<file path="src/logic/vmes_params.svh">
// Purpose: constants of the bus slave: address modifier codes, decode windows, sizes
// Assumes: included by the slave and the synchroniser
// Notes: definitions only
`ifndef VMES_PARAMS_SVH
`define VMES_PARAMS_SVH
`define VMES_AM_A24_SUP_BLT 6'h3F
`define VMES_AM_A24_SUP_PRG 6'h3E
`define VMES_AM_A24_SUP_DAT 6'h3D
`define VMES_AM_A24_USR_BLT 6'h3B
`define VMES_AM_A24_USR_PRG 6'h3A
`define VMES_AM_A24_USR_DAT 6'h39
`define VMES_AM_A16_SUP 6'h2D
`define VMES_AM_A16_USR 6'h29
`define VMES_AM_A32_SUP_BLT 6'h0F
`define VMES_AM_A32_SUP_PRG 6'h0E
`define VMES_AM_A32_SUP_DAT 6'h0D
`define VMES_AM_A32_USR_BLT 6'h0B
`define VMES_AM_A32_USR_PRG 6'h0A
`define VMES_AM_A32_USR_DAT 6'h09
`define VMES_A16_BASE 16'h0000
`define VMES_A16_MASK 16'hF000
`define VMES_A24_BASE 24'h000000
`define VMES_A24_MASK 24'hF00000
`define VMES_A32_BASE 32'h00000000
`define VMES_A32_MASK 32'hFF000000
`define VMES_BLT_SPAN_BITS 8
`define VMES_BUF_DEPTH 2
`define VMES_SYNC_DEPTH_MIN 1
`endif

</file>
<file path="src/logic/vmes_pkg.sv">
// Purpose: types of the bus slave
// Assumes: nothing
// Notes: big-endian lanes, be[k] is byte k of the aligned word
`default_nettype none
package vmes_pkg;
  typedef enum logic [2:0] {
    S_IDLE = 3'h0, S_SEL = 3'h1, S_PUSH = 3'h2, S_WAIT = 3'h3,
    S_DRIVE = 3'h4, S_ACK = 3'h5, S_ERR = 3'h6, S_MISS = 3'h7
  } vmes_state_t;
  typedef enum logic [1:0] {SP_A16 = 2'h0, SP_A24 = 2'h1, SP_A32 = 2'h2, SP_NONE = 2'h3}
    vmes_space_t;
  typedef struct packed {
    logic [31:0] addr; logic [5:0] am; logic as_n; logic ds0_n; logic ds1_n;
    logic write_n; logic lword_n; logic [31:0] data;
  } vmes_bus_in_t;
  typedef struct packed {
    logic [31:0] data; logic data_oe; logic dtack_n; logic dtack_oe; logic berr_n; logic berr_oe;
  } vmes_bus_out_t;
  typedef struct packed {
    logic write; logic [5:0] am; logic [31:0] addr; logic [3:0] be; logic [31:0] data;
  } vmes_req_t;
  typedef struct packed {logic valid; logic err; logic [31:0] data;} vmes_rsp_t;
  typedef struct packed {
    vmes_state_t st; logic [31:0] addr; logic [5:0] am; logic wr; logic lword_n;
    logic [3:0] be; logic [31:0] wdata; logic blt; logic over; logic [1:0] dsp;
    vmes_bus_out_t bout;
  } vmes_slv_t;
endpackage : vmes_pkg
`default_nettype wire

</file>
<file path="src/logic/vmes_sync.sv">
// Purpose: three-stage synchroniser for asynchronous bus strobes
// Assumes: d changes at any time
// Notes: q moves only when stages two and three agree
`default_nettype none
`include "vmes_params.svh"
module vmes_sync #(
  parameter int W = 3,
  parameter logic [W-1:0] RST = '1
)
(
  input wire logic ref_clk,
  input wire logic rst_n,
  input wire logic [W-1:0] d,
  output logic [W-1:0] q
);
  typedef struct packed {logic [W-1:0] s1; logic [W-1:0] s2; logic [W-1:0] s3; logic [W-1:0] q;}
    vmes_sync_st_t;
  vmes_sync_st_t st_reg;
  vmes_sync_st_t st_next;
  logic [W-1:0] agree;
  if (W < `VMES_SYNC_DEPTH_MIN) begin : g_bad
    $error("vmes_sync: width must be positive");
  end
  for (genvar i = 0; i < W; i++) begin : g_bit
    assign agree[i] = st_reg.s2[i] == st_reg.s3[i];
  end
  always_comb
  begin
    st_next = st_reg;
    st_next.s1 = d;
    st_next.s2 = st_reg.s1;
    st_next.s3 = st_reg.s2;
    st_next.q = (agree & st_reg.s3) | (~agree & st_reg.q);
  end
  always_ff @(posedge ref_clk or negedge rst_n)
  begin
    if (!rst_n)
      st_reg <= {RST, RST, RST, RST};
    else
      st_reg <= st_next;
  end
  assign q = st_reg.q;
endmodule : vmes_sync
`default_nettype wire

</file>
<file path="src/logic/vmes_buf.sv">
// Purpose: shift buffer with valid and ready on both sides
// Assumes: DEPTH of two or more
// Notes: head and ready come from flops; a full buffer refuses a push
`default_nettype none
module vmes_buf #(
  parameter int W = 8,
  parameter int DEPTH = 2
)
(
  input wire logic ref_clk,
  input wire logic rst_n,
  input wire logic in_valid,
  input wire logic [W-1:0] in_data,
  output logic in_ready,
  output logic out_valid,
  output logic [W-1:0] out_data,
  input wire logic out_ready
);
  typedef struct packed {logic [DEPTH-1:0][W-1:0] ent; logic [DEPTH-1:0] vld;} vmes_buf_st_t;
  vmes_buf_st_t st_reg;
  vmes_buf_st_t st_next;
  if (DEPTH < 2) begin : g_bad
    $error("vmes_buf: depth below two");
  end
  always_comb
  begin
    logic placed;
    placed = 1'b0;
    st_next = st_reg;
    if (st_reg.vld[0] && out_ready)
    begin
      for (int i = 0; i < DEPTH - 1; i++)
      begin
        st_next.ent[i] = st_reg.ent[i + 1];
        st_next.vld[i] = st_reg.vld[i + 1];
      end
      st_next.vld[DEPTH-1] = 1'b0;
    end
    if (in_valid && !st_reg.vld[DEPTH-1])
    begin
      for (int i = 0; i < DEPTH; i++)
      begin
        if (!st_next.vld[i] && !placed)
        begin
          st_next.ent[i] = in_data;
          st_next.vld[i] = 1'b1;
          placed = 1'b1;
        end
      end
    end
  end
  always_ff @(posedge ref_clk or negedge rst_n)
  begin
    if (!rst_n)
      st_reg <= '0;
    else
      st_reg <= st_next;
  end
  assign in_ready = !st_reg.vld[DEPTH-1];
  assign out_valid = st_reg.vld[0];
  assign out_data = st_reg.ent[0];
endmodule : vmes_buf
`default_nettype wire

</file>
<file path="src/logic/vmes_slave.sv">
// Purpose: slave end of the asynchronous backplane data transfer bus
// Assumes: strobes arrive asynchronously; address and data settle before their strobes
// Notes:
// Operation
// - separate address and data lines, full strobe set
// - decode extended, standard and short address spaces
// - six modifier lines decide whether slave responds
// - 24-bit privileged modifiers 3F, 3E, 3D
// - 24-bit unprivileged modifiers 3B, 3A, 39
// - 16-bit modifiers 2D privileged, 29 unprivileged
// - 32-bit privileged modifiers 0F, 0E, 0D
// - 32-bit unprivileged modifiers 0B, 0A, 09
// - byte, word and long transfers everywhere
// - read, write, address-only, read-modify-write, unaligned
// - size mismatch or error answers bus error
// - strobes, address bit one, long word select lanes
// - slave latches write data, then acknowledges
// - acknowledge released only after strobes released
// - read: slave drives data on data strobes
// - read acknowledge only with stable data
// - unaligned patterns 1-2, 0-2, 1-3 supported
// - block addresses ascend, at most 256 bytes
`default_nettype none
`include "vmes_params.svh"
module vmes_slave
  import vmes_pkg::*;
#(
  parameter logic [15:0] A16_BASE = `VMES_A16_BASE,
  parameter logic [15:0] A16_MASK = `VMES_A16_MASK,
  parameter logic [23:0] A24_BASE = `VMES_A24_BASE,
  parameter logic [23:0] A24_MASK = `VMES_A24_MASK,
  parameter logic [31:0] A32_BASE = `VMES_A32_BASE,
  parameter logic [31:0] A32_MASK = `VMES_A32_MASK,
  parameter bit A32_EN = 1'b1,
  parameter bit D32_EN = 1'b1,
  parameter int BUF_DEPTH = `VMES_BUF_DEPTH
)
(
  input wire logic ref_clk,
  input wire logic rst_n,
  input wire vmes_bus_in_t bus_in,
  output vmes_bus_out_t bus_out,
  input wire logic priv_only,
  output vmes_req_t req,
  output logic req_valid,
  input wire logic req_ready,
  input wire vmes_rsp_t rsp
);
  if (BUF_DEPTH < 2) begin : g_bad
    $error("vmes_slave: buffer depth below two");
  end

  ////////////////////////////////////////////////////////////////////////////////
  // lane helpers

  // returns {bad, be}; be[k] is byte k, ds = {ds1, ds0}
  function automatic logic [4:0] vmes_lanes(input logic [1:0] ds, input logic a1,
                                            input logic ln);
    logic [4:0] r;
    r = 5'h10;
    if (ln)
      r = a1 ? {1'h0, ds[0], ds[1], 2'h0} : {3'h0, ds[0], ds[1]};
    else if (!a1)
      r = (ds == 2'h3) ? 5'h0F : (ds[1] ? 5'h07 : 5'h0E);
    else if (ds == 2'h3)
      r = 5'h06;
    return r;
  endfunction : vmes_lanes

  // short transfers use the low sixteen data lines
  function automatic logic [31:0] vmes_to_word(input logic [31:0] d, input logic ln,
                                               input logic a1);
    if (!ln)
      return d;
    return a1 ? {16'h0000, d[15:0]} : {d[15:0], 16'h0000};
  endfunction : vmes_to_word

  function automatic logic [31:0] vmes_to_bus(input logic [31:0] w, input logic ln,
                                              input logic a1);
    if (!ln)
      return w;
    return a1 ? {16'h0000, w[15:0]} : {16'h0000, w[31:16]};
  endfunction : vmes_to_bus

  ////////////////////////////////////////////////////////////////////////////////
  // strobe synchroniser

  logic [2:0] strb_q;
  logic as_s;
  logic [1:0] ds;

  vmes_sync #(
    .W(3),
    .RST(3'h7)
  ) u_sync (
    .ref_clk(ref_clk),
    .rst_n(rst_n),
    .d({bus_in.as_n, bus_in.ds1_n, bus_in.ds0_n}),
    .q(strb_q)
  );

  assign as_s = !strb_q[2];
  assign ds = ~strb_q[1:0];

  ////////////////////////////////////////////////////////////////////////////////
  // modifier and address decode

  logic [3:0] am_dec;
  vmes_space_t sp;
  logic am_blt;
  logic am_priv;
  logic hit;

  always_comb
  begin
    case (bus_in.am)
      `VMES_AM_A24_SUP_BLT: am_dec = {SP_A24, 2'h3};
      `VMES_AM_A24_SUP_PRG: am_dec = {SP_A24, 2'h1};
      `VMES_AM_A24_SUP_DAT: am_dec = {SP_A24, 2'h1};
      `VMES_AM_A24_USR_BLT: am_dec = {SP_A24, 2'h2};
      `VMES_AM_A24_USR_PRG: am_dec = {SP_A24, 2'h0};
      `VMES_AM_A24_USR_DAT: am_dec = {SP_A24, 2'h0};
      `VMES_AM_A16_SUP: am_dec = {SP_A16, 2'h1};
      `VMES_AM_A16_USR: am_dec = {SP_A16, 2'h0};
      `VMES_AM_A32_SUP_BLT: am_dec = {SP_A32, 2'h3};
      `VMES_AM_A32_SUP_PRG: am_dec = {SP_A32, 2'h1};
      `VMES_AM_A32_SUP_DAT: am_dec = {SP_A32, 2'h1};
      `VMES_AM_A32_USR_BLT: am_dec = {SP_A32, 2'h2};
      `VMES_AM_A32_USR_PRG: am_dec = {SP_A32, 2'h0};
      `VMES_AM_A32_USR_DAT: am_dec = {SP_A32, 2'h0};
      default: am_dec = {SP_NONE, 2'h0};
    endcase
  end

  assign sp = vmes_space_t'(am_dec[3:2]);
  assign am_blt = am_dec[1];
  assign am_priv = am_dec[0];

  always_comb
  begin
    unique case (sp)
      SP_A16: hit = (bus_in.addr[15:0] & A16_MASK) == (A16_BASE & A16_MASK);
      SP_A24: hit = (bus_in.addr[23:0] & A24_MASK) == (A24_BASE & A24_MASK);
      SP_A32: hit = A32_EN && ((bus_in.addr & A32_MASK) == (A32_BASE & A32_MASK));
      SP_NONE: hit = 1'b0;
    endcase
    if (priv_only && !am_priv)
      hit = 1'b0;
  end

  ////////////////////////////////////////////////////////////////////////////////
  // cycle state machine

  vmes_slv_t st;
  vmes_slv_t nx;
  logic [4:0] lane;
  logic lane_bad;
  logic ds_ok;
  logic buf_in_valid;
  logic buf_in_ready;
  logic [2:0] nbytes;
  vmes_req_t push;

  assign lane = vmes_lanes(ds, st.addr[1], bus_in.lword_n);
  assign lane_bad = lane[4] || st.over || (!bus_in.lword_n && !D32_EN);
  // a beat counts only once the synced strobes held one nonzero value for two edges
  assign ds_ok = (ds != 2'h0) && (ds == st.dsp);
  assign nbytes = 3'($countones(st.be));
  assign buf_in_valid = st.st == S_PUSH;
  assign push = '{write: st.wr, am: st.am, addr: {st.addr[31:2], 2'h0}, be: st.be,
                  data: st.wdata};

  always_comb
  begin
    nx = st;
    nx.dsp = ds;
    unique case (st.st)
      S_IDLE:
        if (as_s)
        begin
          nx.addr = bus_in.addr;
          nx.am = bus_in.am;
          nx.blt = am_blt;
          nx.over = 1'b0;
          nx.st = hit ? S_SEL : S_MISS;
        end
      S_MISS:
        if (!as_s)
          nx.st = S_IDLE;
      S_SEL:
        if (!as_s)
          nx.st = S_IDLE;
        else if (ds_ok)
        begin
          nx.wr = !bus_in.write_n;
          nx.lword_n = bus_in.lword_n;
          nx.be = lane[3:0];
          nx.wdata = vmes_to_word(bus_in.data, bus_in.lword_n, st.addr[1]);
          if (lane_bad)
          begin
            nx.bout.berr_oe = 1'b1;
            nx.st = S_ERR;
          end
          else
            nx.st = S_PUSH;
        end
      S_PUSH:
        if (buf_in_ready)
        begin
          if (st.wr)
          begin
            nx.bout.dtack_oe = 1'b1;
            nx.st = S_ACK;
          end
          else
            nx.st = S_WAIT;
        end
      S_WAIT:
        if (rsp.valid)
        begin
          if (rsp.err)
          begin
            nx.bout.berr_oe = 1'b1;
            nx.st = S_ERR;
          end
          else
          begin
            nx.bout.data = vmes_to_bus(rsp.data, st.lword_n, st.addr[1]);
            nx.bout.data_oe = 1'b1;
            nx.st = S_DRIVE;
          end
        end
      S_DRIVE:
      begin
        nx.bout.dtack_oe = 1'b1;
        nx.st = S_ACK;
      end
      // release on the strobes alone, so a held address strobe chains the next beat
      S_ACK, S_ERR:
        if (ds == 2'h0)
        begin
          nx.bout.dtack_oe = 1'b0;
          nx.bout.berr_oe = 1'b0;
          nx.bout.data_oe = 1'b0;
          nx.st = as_s ? S_SEL : S_IDLE;
          if (st.blt && st.st == S_ACK)
          begin
            nx.addr = st.addr + {29'h0, nbytes};
            nx.over = nx.addr[31:`VMES_BLT_SPAN_BITS] != st.addr[31:`VMES_BLT_SPAN_BITS];
          end
        end
    endcase
  end

  always_ff @(posedge ref_clk or negedge rst_n)
  begin
    if (!rst_n)
    begin
      st <= '0;
      st.st <= S_IDLE;
    end
    else
      st <= nx;
  end

  assign bus_out = st.bout;

  ////////////////////////////////////////////////////////////////////////////////
  // request buffer to the local side

  vmes_buf #(
    .W($bits(vmes_req_t)),
    .DEPTH(BUF_DEPTH)
  ) u_buf (
    .ref_clk(ref_clk),
    .rst_n(rst_n),
    .in_valid(buf_in_valid),
    .in_data(push),
    .in_ready(buf_in_ready),
    .out_valid(req_valid),
    .out_data(req),
    .out_ready(req_ready)
  );
endmodule : vmes_slave
`default_nettype wire

</file>
<file path="config.mk">
export PLATFORM = sky130hd
export DESIGN_NAME = vmes_slave
export DESIGN_NICKNAME = d
export VERILOG_FILES = /design/src/logic/vmes_pkg.sv /design/src/logic/vmes_sync.sv /design/src/logic/vmes_buf.sv /design/src/logic/vmes_slave.sv
export VERILOG_INCLUDE_DIRS = /design/src /design/src/logic
export SDC_FILE = /design/constraint.sdc
export NUM_CORES = 1
export LEC_CHECK = 0
export ABC_AREA = 1
export BUFFER_PORTS_ARGS = -buffer_cell sky130_fd_sc_hd__buf_2
export CAP_MARGIN = 5
export CORE_MARGIN = 1
export CORE_UTILIZATION = 52
export DETAILED_ROUTE_END_ITERATION = 8
export HOLD_SLACK_MARGIN = 0.08
export PLACE_DENSITY_LB_ADDON = 0.12
export SLEW_MARGIN = 10
export SYNTH_ARGS = -nofsm -noshare
export SYNTH_HDL_FRONTEND = slang
export SYNTH_SLANG_ARGS = --single-unit
export TNS_END_PERCENT = 20
</file>
<file path="constraint.sdc">
create_clock -name ref_clk -period 2.36 [get_ports ref_clk]
set_input_delay 0.472 -clock ref_clk [delete_from_list [all_inputs] [get_ports ref_clk]]
set_output_delay 0.472 -clock ref_clk [all_outputs]
set_load 0.02 [all_outputs]
</file>
---- Yosys cells after proc, flatten, opt, wreduce, memory -nomap -nowiden ----
Memories as Yosys holds them, arrays and structs flattened.
Cells that the tools add are included.
operators by class
  add/subtract/negate cells ............... 4
  equality and inequality tests ........... 29
  multiplexer cells ....................... 60
  bitwise gates (word level) .............. 7
  reductions and logical operators ........ 33
operator list
  kind                  count
  $mux W32              6
  $mux W77              2
  $mux W75              1
  $pmux W32 S2          1
  $mux W41              1
  $mux W35              1
  $add A32 B3 Y32       1
  $logic_not A32 Y1     1
  $mux W1               26
  $logic_not A24 Y1     1
  $mux W3               8
  $ne A24 B24 Y1        1
  $ne A2 B2 Y1 const B  11
  $pmux W3 S7           1
  $logic_not A16 Y1     1
  $mux W16              1
  $mux W5               3
  $eq A3 B3 Y1 const B  4
  $mux W4               3
  $reduce_and A4 Y1     3
  $reduce_and A7 Y1     1
  $and A3 B3 Y3         2
  $eq A2 B2 Y1 const B  3
  $eq A3 B2 Y1 const B  2
  27 further kinds      48
word-level totals
  flip-flop bits (word level) ............. 280
  ROM bits ................................ 256
  bits of input ports ..................... 113
  output and inout bits ................... 113
  logic and storage cells ................. 155
  memories ................................ 1
memory list
  memory            depth  bits a word  rd ports  clocked after memory_dff  write ports  RTL line           source
  (name not given)  64     4            1         0                         0            vmes_slave.sv:116  case (bus_in.am)

---- Depth between registers and ports, before layout ----
Gate-level depths: netlist of run 1.
  depth after elaboration ................. 10
  depth in mapped cells ................... 14
  gate-level depth less buffers ........... 14

---- Modules after synthesis ----
From an unflattened synthesis of run 1, not the netlist that was laid out.
second synthesis, totals
  cells, all modules ...................... 1,945
  area total of the unflattened synthesis .. 14,920.6 um^2
by module, submodules not included
  module      instances  cells an instance  area an instance (um^2)  seq. area each (um^2)
  vmes_buf    1          996                7,729.9                  3,803.6
  vmes_slave  1          922                6,804.0                  2,952.8
  vmes_sync   1          27                 386.6                    315.3

---- Worst setup path before layout of run 1 ----
Ideal clock, no wire load.
  path type ............................... register -> register
  start ................................... register st[85] (netlist name)
  end ..................................... register st, in the netlist push[54]
  setup time .............................. 0.130 ns
  data arrival time ....................... 2.392 ns
  required time ........................... 2.230 ns
  slack ................................... -0.162 ns
  cell stages (with the launch flop) ...... 15
  path buffers ............................ 0
  period minus slack after synthesis ...... 2.522 ns
  cells stage by stage .................... dfrtp_1 fa_1 inv_1 fa_1 inv_1 fa_1 nand2_1 nor2_1 nand3_1 nor2_1 nand2_1 nand3_1 nand2_1 nand2_1 o21ai_0
on the way
  cells in the longest elaborated chain, start to end .. 4
ends and longest elaborated chain
  element                 RTL line           source
  start, declared         vmes_slave.sv:154  vmes_slv_t st;
  start signal, assigned  vmes_slave.sv:263  st <= nx;
  $add A32 B3 Y32         vmes_slave.sv:248  nx.addr = st.addr + {29'h0, nbytes};
  $mux W32                vmes_slave.sv:246  if (st.blt && st.st == S_ACK)
  $mux W35                vmes_slave.sv:240  if (ds == 2'h0)
  $pmux W32 S2            vmes_slave.sv:177  unique case (st.st)
No other way between the ends. The select of a mux whose other input is x is not followed.
A chain may end at the register's enable or synchronous reset.

---- Worst setup path in the final report of run 1 ----
  start ................................... register st[85] (netlist name)
  end ..................................... register st, in the netlist push[66]
The elaborated chain is that of the path after synthesis.

==> results of run 1 <==
[worst max-delay path by stage]
stage,startpoint,endpoint,slack [ps],depth (start not counted)
6_report,st[85]$_DFFE_PN0P_,push[66]$_DFFE_PN0P_,-200,13
5_1_grt,st[85]$_DFFE_PN0P_,push[54]$_DFFE_PN0P_,-320,14
4_1_cts,st[85]$_DFFE_PN0P_,push[54]$_DFFE_PN0P_,-190,14
3_5_place_dp,st[85]$_DFFE_PN0P_,push[66]$_DFFE_PN0P_,-190,13
3_3_place_gp,st[85]$_DFFE_PN0P_,push[54]$_DFFE_PN0P_,-150,14
2_1_floorplan,st[85]$_DFFE_PN0P_,push[54]$_DFFE_PN0P_,3,14
[tightest hold or removal path: cells and delay by family]
kind | cells | cell delay, ps
buffers and inverters | 1 | 90
AND/OR/NAND/NOR | 2 | 120
[cell type report]
cell class	instances	share of cell area
Antenna cell	4	0.000635
Sequential cell	280	0.446
Inverter	121	0.0290
Timing Repair Buffer	270	0.104
Clock buffer	47	0.0575
Multi-Input combinational cell	1089	0.330
Tap cell	335	0.0266
Clock inverter	8	0.00635
[power breakdown]
part	internal [mW]	switching (mW)	total, mW
Combinational	3.14	5.80	8.94
Sequential	7.06	1.57	8.63
Clock	2.85	1.94	4.79
Total	13.1	9.31	22.4
[cell usage after synthesis (2+ instances only)]
| cell type | n |
|---|---|
| sky130_fd_sc_hd__a21oi_1 | 13 |
| sky130_fd_sc_hd__nor2_1 | 173 |
| sky130_fd_sc_hd__buf_1 | 3 |
| sky130_fd_sc_hd__inv_2 | 8 |
| sky130_fd_sc_hd__nor3_4 | 2 |
| sky130_fd_sc_hd__nand4_1 | 6 |
| sky130_fd_sc_hd__nand2_2 | 2 |
| sky130_fd_sc_hd__buf_4 | 117 |
| sky130_fd_sc_hd__o31ai_1 | 2 |
| sky130_fd_sc_hd__a21boi_1 | 9 |
| sky130_fd_sc_hd__buf_2 | 32 |
| sky130_fd_sc_hd__a31oi_1 | 103 |
| sky130_fd_sc_hd__maj3_1 | 3 |
| sky130_fd_sc_hd__nor2_4 | 2 |
| sky130_fd_sc_hd__inv_1 | 111 |
| sky130_fd_sc_hd__nand3_2 | 6 |
| sky130_fd_sc_hd__o21ai_0 | 79 |
| sky130_fd_sc_hd__dfstp_2 | 12 |
| sky130_fd_sc_hd__a21boi_0 | 3 |
| sky130_fd_sc_hd__nand2_1 | 444 |
| sky130_fd_sc_hd__clkbuf_1 | 45 |
| sky130_fd_sc_hd__a22oi_1 | 7 |
| sky130_fd_sc_hd__nor3_1 | 2 |
| sky130_fd_sc_hd__o21ai_1 | 56 |
| sky130_fd_sc_hd__dfrtp_1 | 268 |
| sky130_fd_sc_hd__nand3_1 | 145 |
| sky130_fd_sc_hd__fa_1 | 3 |
| sky130_fd_sc_hd__buf_6 | 4 |
| sky130_fd_sc_hd__o211ai_1 | 17 |
| sky130_fd_sc_hd__clkinv_1 | 2 |
[per-stage QoR]
step                power (mW)  TNS (ps)  worst slack (ps)
floorplan                 15.7         0              2.81
detailed placement        17.4     -2230              -192
CTS                       22.4     -1740              -187
global route              24.0     -5710              -322
finish                    22.4     -1950              -198
global placement          17.3      -976              -149
[routing by layer]
layer	routed length, microns	GRT usage
met4	984	0.0830
met2	15200	0.388
met5	13	0
met1	17500	0.414
met3	2730	0.0445
[kinds of logic (layout without fill, tap and decap cells)]
group,Yosys count,in the layout,share of synthesized area
other,1,6,0.000271
AO/OA/AOI/OAI,293,293,0.123
adder cells (fa/ha/maj),7,7,0.00740
AND/OR/NAND/NOR,787,787,0.236
flip-flops,280,280,0.507
buffers and inverters,324,446,0.126
[what timing repair did]
| action | CTS | global route |
|---|---|---|
| buffers inserted | 3 | 1 |
| setup endpoints to repair | 28 | 30 |
| gates cloned | 0 | 0 |
| gates resized for setup | 18 | 13 |
| pin swaps | 5 | 5 |
| hold buffers | 4 | 0 |
| hold endpoints to repair | 50 | 0 |
==> report_table.html, run 1 <==
<table>
<tr><th>Metric</th><th>Value</th></tr>
<tr><th colspan="2">Yosys</th></tr>
<tr><td>Synthesized area</td><td>approximately 14000 sq um</td></tr>
<tr><td>Count of flip-flops with a built-in enable after synthesis</td><td>0</td></tr>
<tr><td>Post-Synthesis Cells</td><td>approximately 1700</td></tr>
<tr><td>Fraction of synthesized cell area taken by the top area cell type</td><td>0.484</td></tr>
<tr><td>Count of yosys warnings during synthesis</td><td>0</td></tr>
<tr><td>Mean post-synth cell area</td><td>between 8 and 9 sq um</td></tr>
<tr><td>Distinct cells, synth</td><td>43</td></tr>
<tr><td>Top cells by area, synth</td><td>sky130_fd_sc_hd__dfrtp_1 48%, sky130_fd_sc_hd__nand2_1 12%, sky130_fd_sc_hd__buf_4 6.3%</td></tr>
<tr><td>Dominant register cell in the synthesized netlist</td><td>sky130_fd_sc_hd__dfrtp_1</td></tr>
<tr><td>Share of synthesized flip-flops with an asynchronous set or reset</td><td>1.00</td></tr>
<tr><td>Number of register bits inferred by synthesis</td><td>between 200 and 300</td></tr>
<tr><td>Sequential-to-total area share from yosys stat</td><td>0.507</td></tr>
<tr><td>Most area-hungry cell type in the Yosys netlist</td><td>sky130_fd_sc_hd__dfrtp_1</td></tr>
<tr><th colspan="2">Power</th></tr>
<tr><td>Power per cell area</td><td>approximately 1400 nW/um^2</td></tr>
<tr><td>Maximum resistive drop on vdd</td><td>0.000878 V</td></tr>
<tr><td>Total leakage power</td><td>7.69 nW</td></tr>
<tr><th colspan="2">STA</th></tr>
<tr><td>Portion of the clock cycle consumed by the worst path in the final layout</td><td>1.08</td></tr>
<tr><td>Post-layout min period</td><td>roughly 2600 ps</td></tr>
<tr><td>Final setup fails</td><td>19</td></tr>
<tr><td>Max Clock Skew</td><td>approximately 7.0 ps</td></tr>
<tr><td>Post-route worst hold slack</td><td>around 160 ps</td></tr>
<tr><td>Max transition margin</td><td>0.445</td></tr>
<tr><td>Final hold viol count</td><td>0</td></tr>
<tr><td>Fmax</td><td>~400 MHz</td></tr>
<tr><td>Slew at the pin closest to its max-slew limit</td><td>around 830 ps</td></tr>
<tr><td>Max Slew Vio Count</td><td>0</td></tr>
<tr><td>Setup repair after global routing missed its margin</td><td>true</td></tr>
<tr><td>Setup ws final</td><td>-198 ps</td></tr>
<tr><th colspan="2">Setup path</th></tr>
<tr><td>Reg2reg end</td><td>push[66]$_DFFE_PN0P_</td></tr>
<tr><td>Top Family by Delay on Critical Path</td><td>adder cells</td></tr>
<tr><td>Critical Path Source Type</td><td>flop</td></tr>
<tr><td>CP most frequent cell</td><td>sky130_fd_sc_hd__nand2_1</td></tr>
<tr><td>Longest individual stage delay on the worst path</td><td>540 ps</td></tr>
<tr><td>Kind of capture point of the worst setup path</td><td>flop</td></tr>
<tr><td>Cell-by-cell trace of the critical path</td><td>fa_1, inv_1, fa_2, inv_2, fa_2, nand2_2, nor2_4, nand2_1, nor2_2, nand2_1, nand2_1, nand3_1, a21boi_1</td></tr>
<tr><td>Setup slack of the worst register-to-register path</td><td>-200 ps</td></tr>
<tr><td>Category of the most critical setup path</td><td>reg2reg</td></tr>
<tr><td>Cell type of the slowest stage on the worst timing path</td><td>sky130_fd_sc_hd__fa_1</td></tr>
<tr><td>Depth of the worst register-to-register path</td><td>13</td></tr>
<tr><td>Largest fanout on the critical path</td><td>5</td></tr>
<tr><td>Data required time at the worst endpoint</td><td>2840 ps</td></tr>
<tr><td>Launch point of the worst reg-to-reg path</td><td>st[85]$_DFFE_PN0P_</td></tr>
<tr><td>Data arrival, critical path</td><td>3040 ps</td></tr>
<tr><td>Critical path buffer and inverter count</td><td>2</td></tr>
<tr><th colspan="2">Clock tree</th></tr>
<tr><td>Master cell of the clock root buffer</td><td>sky130_fd_sc_hd__clkbuf_16</td></tr>
<tr><td>Htree depth</td><td>1</td></tr>
<tr><td>Clock latency at the later pin of the worst-skew pair</td><td>560 ps</td></tr>
<tr><td>Clock-pin slew of the registers on the worst-case setup and hold paths</td><td>approximately 60 ps</td></tr>
<tr><td>Buffer depth of the longest clock path</td><td>3</td></tr>
<tr><td>TritonCTS clock tree</td><td>done</td></tr>
<tr><td>TritonCTS buffer count</td><td>31</td></tr>
<tr><td>Clock sink count</td><td>280</td></tr>
<tr><th colspan="2">Finish</th></tr>
<tr><td>Fraction of final layout cells sized beyond drive strength 1</td><td>0.208</td></tr>
<tr><td>Multi-input combinational cell area</td><td>5200 sq um</td></tr>
<tr><td>Highest-count cells in the layout ignoring fill and taps</td><td>437 x sky130_fd_sc_hd__nand2_1, 268 x sky130_fd_sc_hd__dfrtp_1, 222 x sky130_fd_sc_hd__buf_2, 166 x sky130_fd_sc_hd__nor2_1, 142 x sky130_fd_sc_hd__nand3_1</td></tr>
<tr><td>Number of filler instances in the final layout</td><td>between 2000 and 2500</td></tr>
<tr><td>Max FFs per register</td><td>between 70 and 80</td></tr>
<tr><td>Final core utilization</td><td>0.603</td></tr>
<tr><td>Final design area excluding fillers</td><td>roughly 16000 sq um</td></tr>
<tr><td>Final layout net count</td><td>1910</td></tr>
<tr><td>Sequential standard cell area</td><td>7020 sq um</td></tr>
<tr><td>Filler-free cell count of the finished design</td><td>between 2000 and 2500</td></tr>
<tr><td>Most frequent standard cell in the layout excluding fill and tap cells</td><td>sky130_fd_sc_hd__nand2_1</td></tr>
<tr><td>Area growth from synthesis to final layout</td><td>13.7%</td></tr>
<tr><th colspan="2">Global routing</th></tr>
<tr><td>Maximum number of pins on one net before global-route repair</td><td>106</td></tr>
<tr><td>Total gr overflow</td><td>0</td></tr>
<tr><td>Aggregate global-route resource usage</td><td>0.270</td></tr>
<tr><td>First-pass GRT wire length</td><td>roughly 58000 microns</td></tr>
<tr><td>Via count of the first global-routing pass</td><td>about 11000</td></tr>
<tr><td>Antenna violations before repair</td><td>5</td></tr>
<tr><th colspan="2">Floorplanning</th></tr>
<tr><td>Core Footprint</td><td>roughly 26000 sq um</td></tr>
<tr><td>Die area</td><td>around 27000 sq um</td></tr>
<tr><td>Width of the chip</td><td>roughly 170 microns</td></tr>
<tr><td>Die Y</td><td>roughly 170 microns</td></tr>
<tr><td>Number of placement rows</td><td>59</td></tr>
<tr><td>Effective utilization at floorplan</td><td>0.530</td></tr>
<tr><td># IOs</td><td>~230</td></tr>
<tr><th colspan="2">Worst hold path</th></tr>
<tr><td>Hold worst-path end</td><td>bus_out[25]$_DFFE_PN0P_</td></tr>
<tr><td>Number of cells traversed by the worst hold path</td><td>3</td></tr>
<tr><td>Classification of the worst-slack hold path</td><td>in2reg</td></tr>
<tr><td>Worst hold start</td><td>rsp[20]</td></tr>
<tr><th colspan="2">Detailed routing</th></tr>
<tr><td>Final antenna-violating net count</td><td>0</td></tr>
<tr><td>Routed WL per cell</td><td>16.9 microns</td></tr>
<tr><td>Number of iterations in the first detailed-routing pass</td><td>8</td></tr>
<tr><td>DR DRC count</td><td>18</td></tr>
<tr><td>Vias</td><td>around 12000</td></tr>
<tr><td>Post-Route WL</td><td>around 36000 microns</td></tr>
<tr><td>Per-cell via count in the routed design</td><td>around 5.4</td></tr>
<tr><td>Number of design-rule violations left by the first detailed-router iteration</td><td>between 1000 and 1500</td></tr>
<tr><th colspan="2">Place</th></tr>
<tr><td>Global placement routability congestion</td><td>0.954</td></tr>
<tr><td>Number of buffers added on ports</td><td>~220</td></tr>
<tr><td>Post-detailed-placement half-perimeter wirelength</td><td>24700 microns</td></tr>
<tr><td>Total instance count after detailed placement</td><td>~2100</td></tr>
<tr><td>Placement Cell Area</td><td>between 10000 and 15000 sq um</td></tr>
<tr><th colspan="2">Outcome</th></tr>
<tr><td>Result of the run</td><td>complete, but fails checks</td></tr>
<tr><td>Violations in the final reports</td><td>design-rule violations, negative setup slack</td></tr>
<tr><th colspan="2">Flow run</th></tr>
<tr><td>Count of max-cap constraint violations</td><td>0</td></tr>
</table>
Power figures use the tool's default switching activity.
==> run 2: changes to the inputs <==
--- a/config.mk
+++ b/config.mk
@@ -13,7 +13,8 @@
 export CORE_UTILIZATION = 52
 export DETAILED_ROUTE_END_ITERATION = 8
 export HOLD_SLACK_MARGIN = 0.08
-export PLACE_DENSITY_LB_ADDON = 0.12
+export PLACE_DENSITY = 0.88
+export RECOVER_POWER = 25
 export SLEW_MARGIN = 10
 export SYNTH_ARGS = -nofsm -noshare
 export SYNTH_HDL_FRONTEND = slang
==> report_table.html, run 2 (synthesized netlist as in run 1, its figures left out) <==
<table>
<tr><th>Metric</th><th>Value</th></tr>
<tr><th colspan="2">Finish</th></tr>
<tr><td>Highest-count cells in the layout ignoring fill and taps</td><td>439 x sky130_fd_sc_hd__nand2_1, 268 x sky130_fd_sc_hd__dfrtp_1, 222 x sky130_fd_sc_hd__buf_2, 168 x sky130_fd_sc_hd__nor2_1, 143 x sky130_fd_sc_hd__nand3_1</td></tr>
<tr><td>Final design area excluding fillers</td><td>between 15000 and 20000 sq um</td></tr>
<tr><td>Final layout net count</td><td>between 1500 and 2000</td></tr>
<tr><td>Fraction of final layout cells sized beyond drive strength 1</td><td>0.203</td></tr>
<tr><td>Area growth from synthesis to final layout</td><td>13.0%</td></tr>
<tr><td>Max FFs per register</td><td>75</td></tr>
<tr><td>Final core utilization</td><td>0.600</td></tr>
<tr><td>Most frequent standard cell in the layout excluding fill and tap cells</td><td>sky130_fd_sc_hd__nand2_1</td></tr>
<tr><th colspan="2">Floorplanning</th></tr>
<tr><td>Die Y</td><td>between 150 and 200 microns</td></tr>
<tr><td>Die area</td><td>between 20000 and 30000 sq um</td></tr>
<tr><td>Effective utilization at floorplan</td><td>0.530</td></tr>
<tr><td>Number of placement rows</td><td>a little under 60</td></tr>
<tr><td>Core Footprint</td><td>around 26000 sq um</td></tr>
<tr><td># IOs</td><td>around 230</td></tr>
<tr><td>Width of the chip</td><td>165 microns</td></tr>
<tr><th colspan="2">STA</th></tr>
<tr><td>Final setup TNS</td><td>-2460 ps</td></tr>
<tr><td>Slew at the pin closest to its max-slew limit</td><td>between 1500 and 2000 ps</td></tr>
<tr><td>Post-layout min period</td><td>2580 ps</td></tr>
<tr><td>Setup ws final</td><td>-224 ps</td></tr>
<tr><td>Fmax</td><td>roughly 390 MHz</td></tr>
<tr><td>Max Clock Skew</td><td>between 15 and 20 ps</td></tr>
<tr><td>Final setup fails</td><td>20</td></tr>
<tr><td>Portion of the clock cycle consumed by the worst path in the final layout</td><td>1.10</td></tr>
<tr><td>Max Slew Vio Count</td><td>65</td></tr>
<tr><td>Setup repair after global routing missed its margin</td><td>true</td></tr>
<tr><td>Final hold viol count</td><td>0</td></tr>
<tr><td>Max transition margin</td><td>-0.153</td></tr>
<tr><th colspan="2">Setup path</th></tr>
<tr><td>Category of the most critical setup path</td><td>reg2reg</td></tr>
<tr><td>Largest fanout on the critical path</td><td>5</td></tr>
<tr><td>Critical Path Source Type</td><td>flop</td></tr>
<tr><td>Kind of capture point of the worst setup path</td><td>flop</td></tr>
<tr><td>Data arrival, critical path</td><td>around 3000 ps</td></tr>
<tr><td>Data required time at the worst endpoint</td><td>~2800 ps</td></tr>
<tr><th colspan="2">Place</th></tr>
<tr><td>Global placement routability congestion</td><td>0.928</td></tr>
<tr><td>Number of buffers added on ports</td><td>223</td></tr>
<tr><td>Post-detailed-placement half-perimeter wirelength</td><td>between 20000 and 30000 microns</td></tr>
<tr><td>Placement Cell Area</td><td>14600 sq um</td></tr>
<tr><th colspan="2">Global routing</th></tr>
<tr><td>Maximum number of pins on one net before global-route repair</td><td>between 100 and 150</td></tr>
<tr><td>Total gr overflow</td><td>0</td></tr>
<tr><td>Aggregate global-route resource usage</td><td>0.279</td></tr>
<tr><td>Via count of the first global-routing pass</td><td>approximately 12000</td></tr>
<tr><td>First-pass GRT wire length</td><td>between 50000 and 60000 microns</td></tr>
<tr><td>Antenna violations before repair</td><td>3</td></tr>
<tr><th colspan="2">Worst hold path</th></tr>
<tr><td>Classification of the worst-slack hold path</td><td>in2reg</td></tr>
<tr><th colspan="2">Clock tree</th></tr>
<tr><td>Master cell of the clock root buffer</td><td>sky130_fd_sc_hd__clkbuf_16</td></tr>
<tr><td>Clock-pin slew of the registers on the worst-case setup and hold paths</td><td>around 60 ps</td></tr>
<tr><td>Buffer depth of the longest clock path</td><td>3</td></tr>
<tr><td>TritonCTS buffer count</td><td>29</td></tr>
<tr><td>Clock sink count</td><td>between 200 and 300</td></tr>
<tr><td>Htree depth</td><td>1</td></tr>
<tr><td>Clock latency at the later pin of the worst-skew pair</td><td>~570 ps</td></tr>
<tr><td>TritonCTS clock tree</td><td>done</td></tr>
<tr><th colspan="2">Detailed routing</th></tr>
<tr><td>Per-cell via count in the routed design</td><td>~5.6</td></tr>
<tr><td>Post-Route WL</td><td>37800 microns</td></tr>
<tr><td>Number of design-rule violations left by the first detailed-router iteration</td><td>1320</td></tr>
<tr><td>Routed WL per cell</td><td>17.6 microns</td></tr>
<tr><td>DR DRC count</td><td>12</td></tr>
<tr><td>Vias</td><td>around 12000</td></tr>
<tr><td>Number of iterations in the first detailed-routing pass</td><td>7</td></tr>
<tr><td>Final antenna-violating net count</td><td>0</td></tr>
<tr><th colspan="2">Power</th></tr>
<tr><td>Power per cell area</td><td>between 1000 and 1500 nW/um^2</td></tr>
<tr><td>Maximum resistive drop on vdd</td><td>roughly 0.00075 V</td></tr>
<tr><td>Total leakage power</td><td>approximately 7.7 nW</td></tr>
<tr><th colspan="2">Flow run</th></tr>
<tr><td>Count of max-cap constraint violations</td><td>1</td></tr>
<tr><th colspan="2">Outcome</th></tr>
<tr><td>Result of the run</td><td>complete, but fails checks</td></tr>
<tr><td>Violations in the final reports</td><td>design-rule violations, max-capacitance violations, max-slew violations, negative setup slack</td></tr>
</table>
run 2: repair_timing:
item,4_1_cts,5_1_grt
setup endpoints to repair,23,28
pin swaps,3,4
resized for setup,16,6
buffers inserted,0,1
hold buffers,5,0
hold endpoints to repair,65,0
run 2: path summary, 6_finish.rpt:
check	startpoint	to	slack, ps	depth (start not counted)
hold reg to reg	u_sync.st_next[7]$_DFF_PN1_	u_sync.st_next[4]$_DFF_PN1_	360	0
max in group asynchronous	rst_n	u_sync.st_reg[3]$_DFF_PN1_	270	3
min in group asynchronous	rst_n	bus_out[10]$_DFFE_PN0P_	890	2
setup reg to reg	st[85]$_DFFE_PN0P_	push[46]$_DFFE_PN0P_	-220	13
setup / recovery	st[85]$_DFFE_PN0P_	push[46]$_DFFE_PN0P_	-220	13
hold / removal	bus_in[32]	st[77]$_DFFE_PN0P_	150	3
run 2: report_power, final:
group	leakage (nW)	internal [mW]	switching, mW	total [mW]
clock network	0.495	2.76	1.96	4.72
logic	3.74	3.08	5.97	9.05
registers	3.43	7.06	1.58	8.64
total	7.66	12.9	9.51	22.4
run 2: per-stage QoR:
step                      hold slack (ps)  cells  worst slack, ps  total power [mW]
after global routing                  156   2151             -404              23.8
after global placement                346   2089             -160              17.1
after CTS                             128   2147             -206              22.4
final                                 150   2151             -224              22.4
after detailed placement              347   2089             -220              17.5
after floorplan                       176   1693             2.81              15.7
run 2: per-layer routing:
layer  share of wire  GRT usage  up-vias
li1                -          -     5642
met1            0.42      0.373     5806
met2            0.47      0.448      571
met3           0.075     0.0442      108
met4           0.042      0.123        0
met5               0          0        -
run 2: area by class of cell:
class                   count  area (sq um)
diodes                      3          7.51
multi-input cells        1089          5160
clock inverters            12           128
inverters                 121           457
flip-flops and latches    280          7020
clock buffers              41           861
fillers                  2268         10500
repair buffers            270          1610
well taps                 335           419
run 2: worst max-delay path, cell delays in order (launching register included):
cell                      delay [ps]
sky130_fd_sc_hd__dfrtp_1         400
sky130_fd_sc_hd__fa_1            540
sky130_fd_sc_hd__inv_1            50
sky130_fd_sc_hd__fa_2            350
sky130_fd_sc_hd__inv_2            70
sky130_fd_sc_hd__fa_2            220
sky130_fd_sc_hd__nand2_2          80
sky130_fd_sc_hd__nor2_4          220
sky130_fd_sc_hd__buf_4           140
sky130_fd_sc_hd__nand2_1          60
sky130_fd_sc_hd__o21ai_1         140
sky130_fd_sc_hd__nand2_1          70
sky130_fd_sc_hd__nand2_1          60
sky130_fd_sc_hd__o21ai_1          60
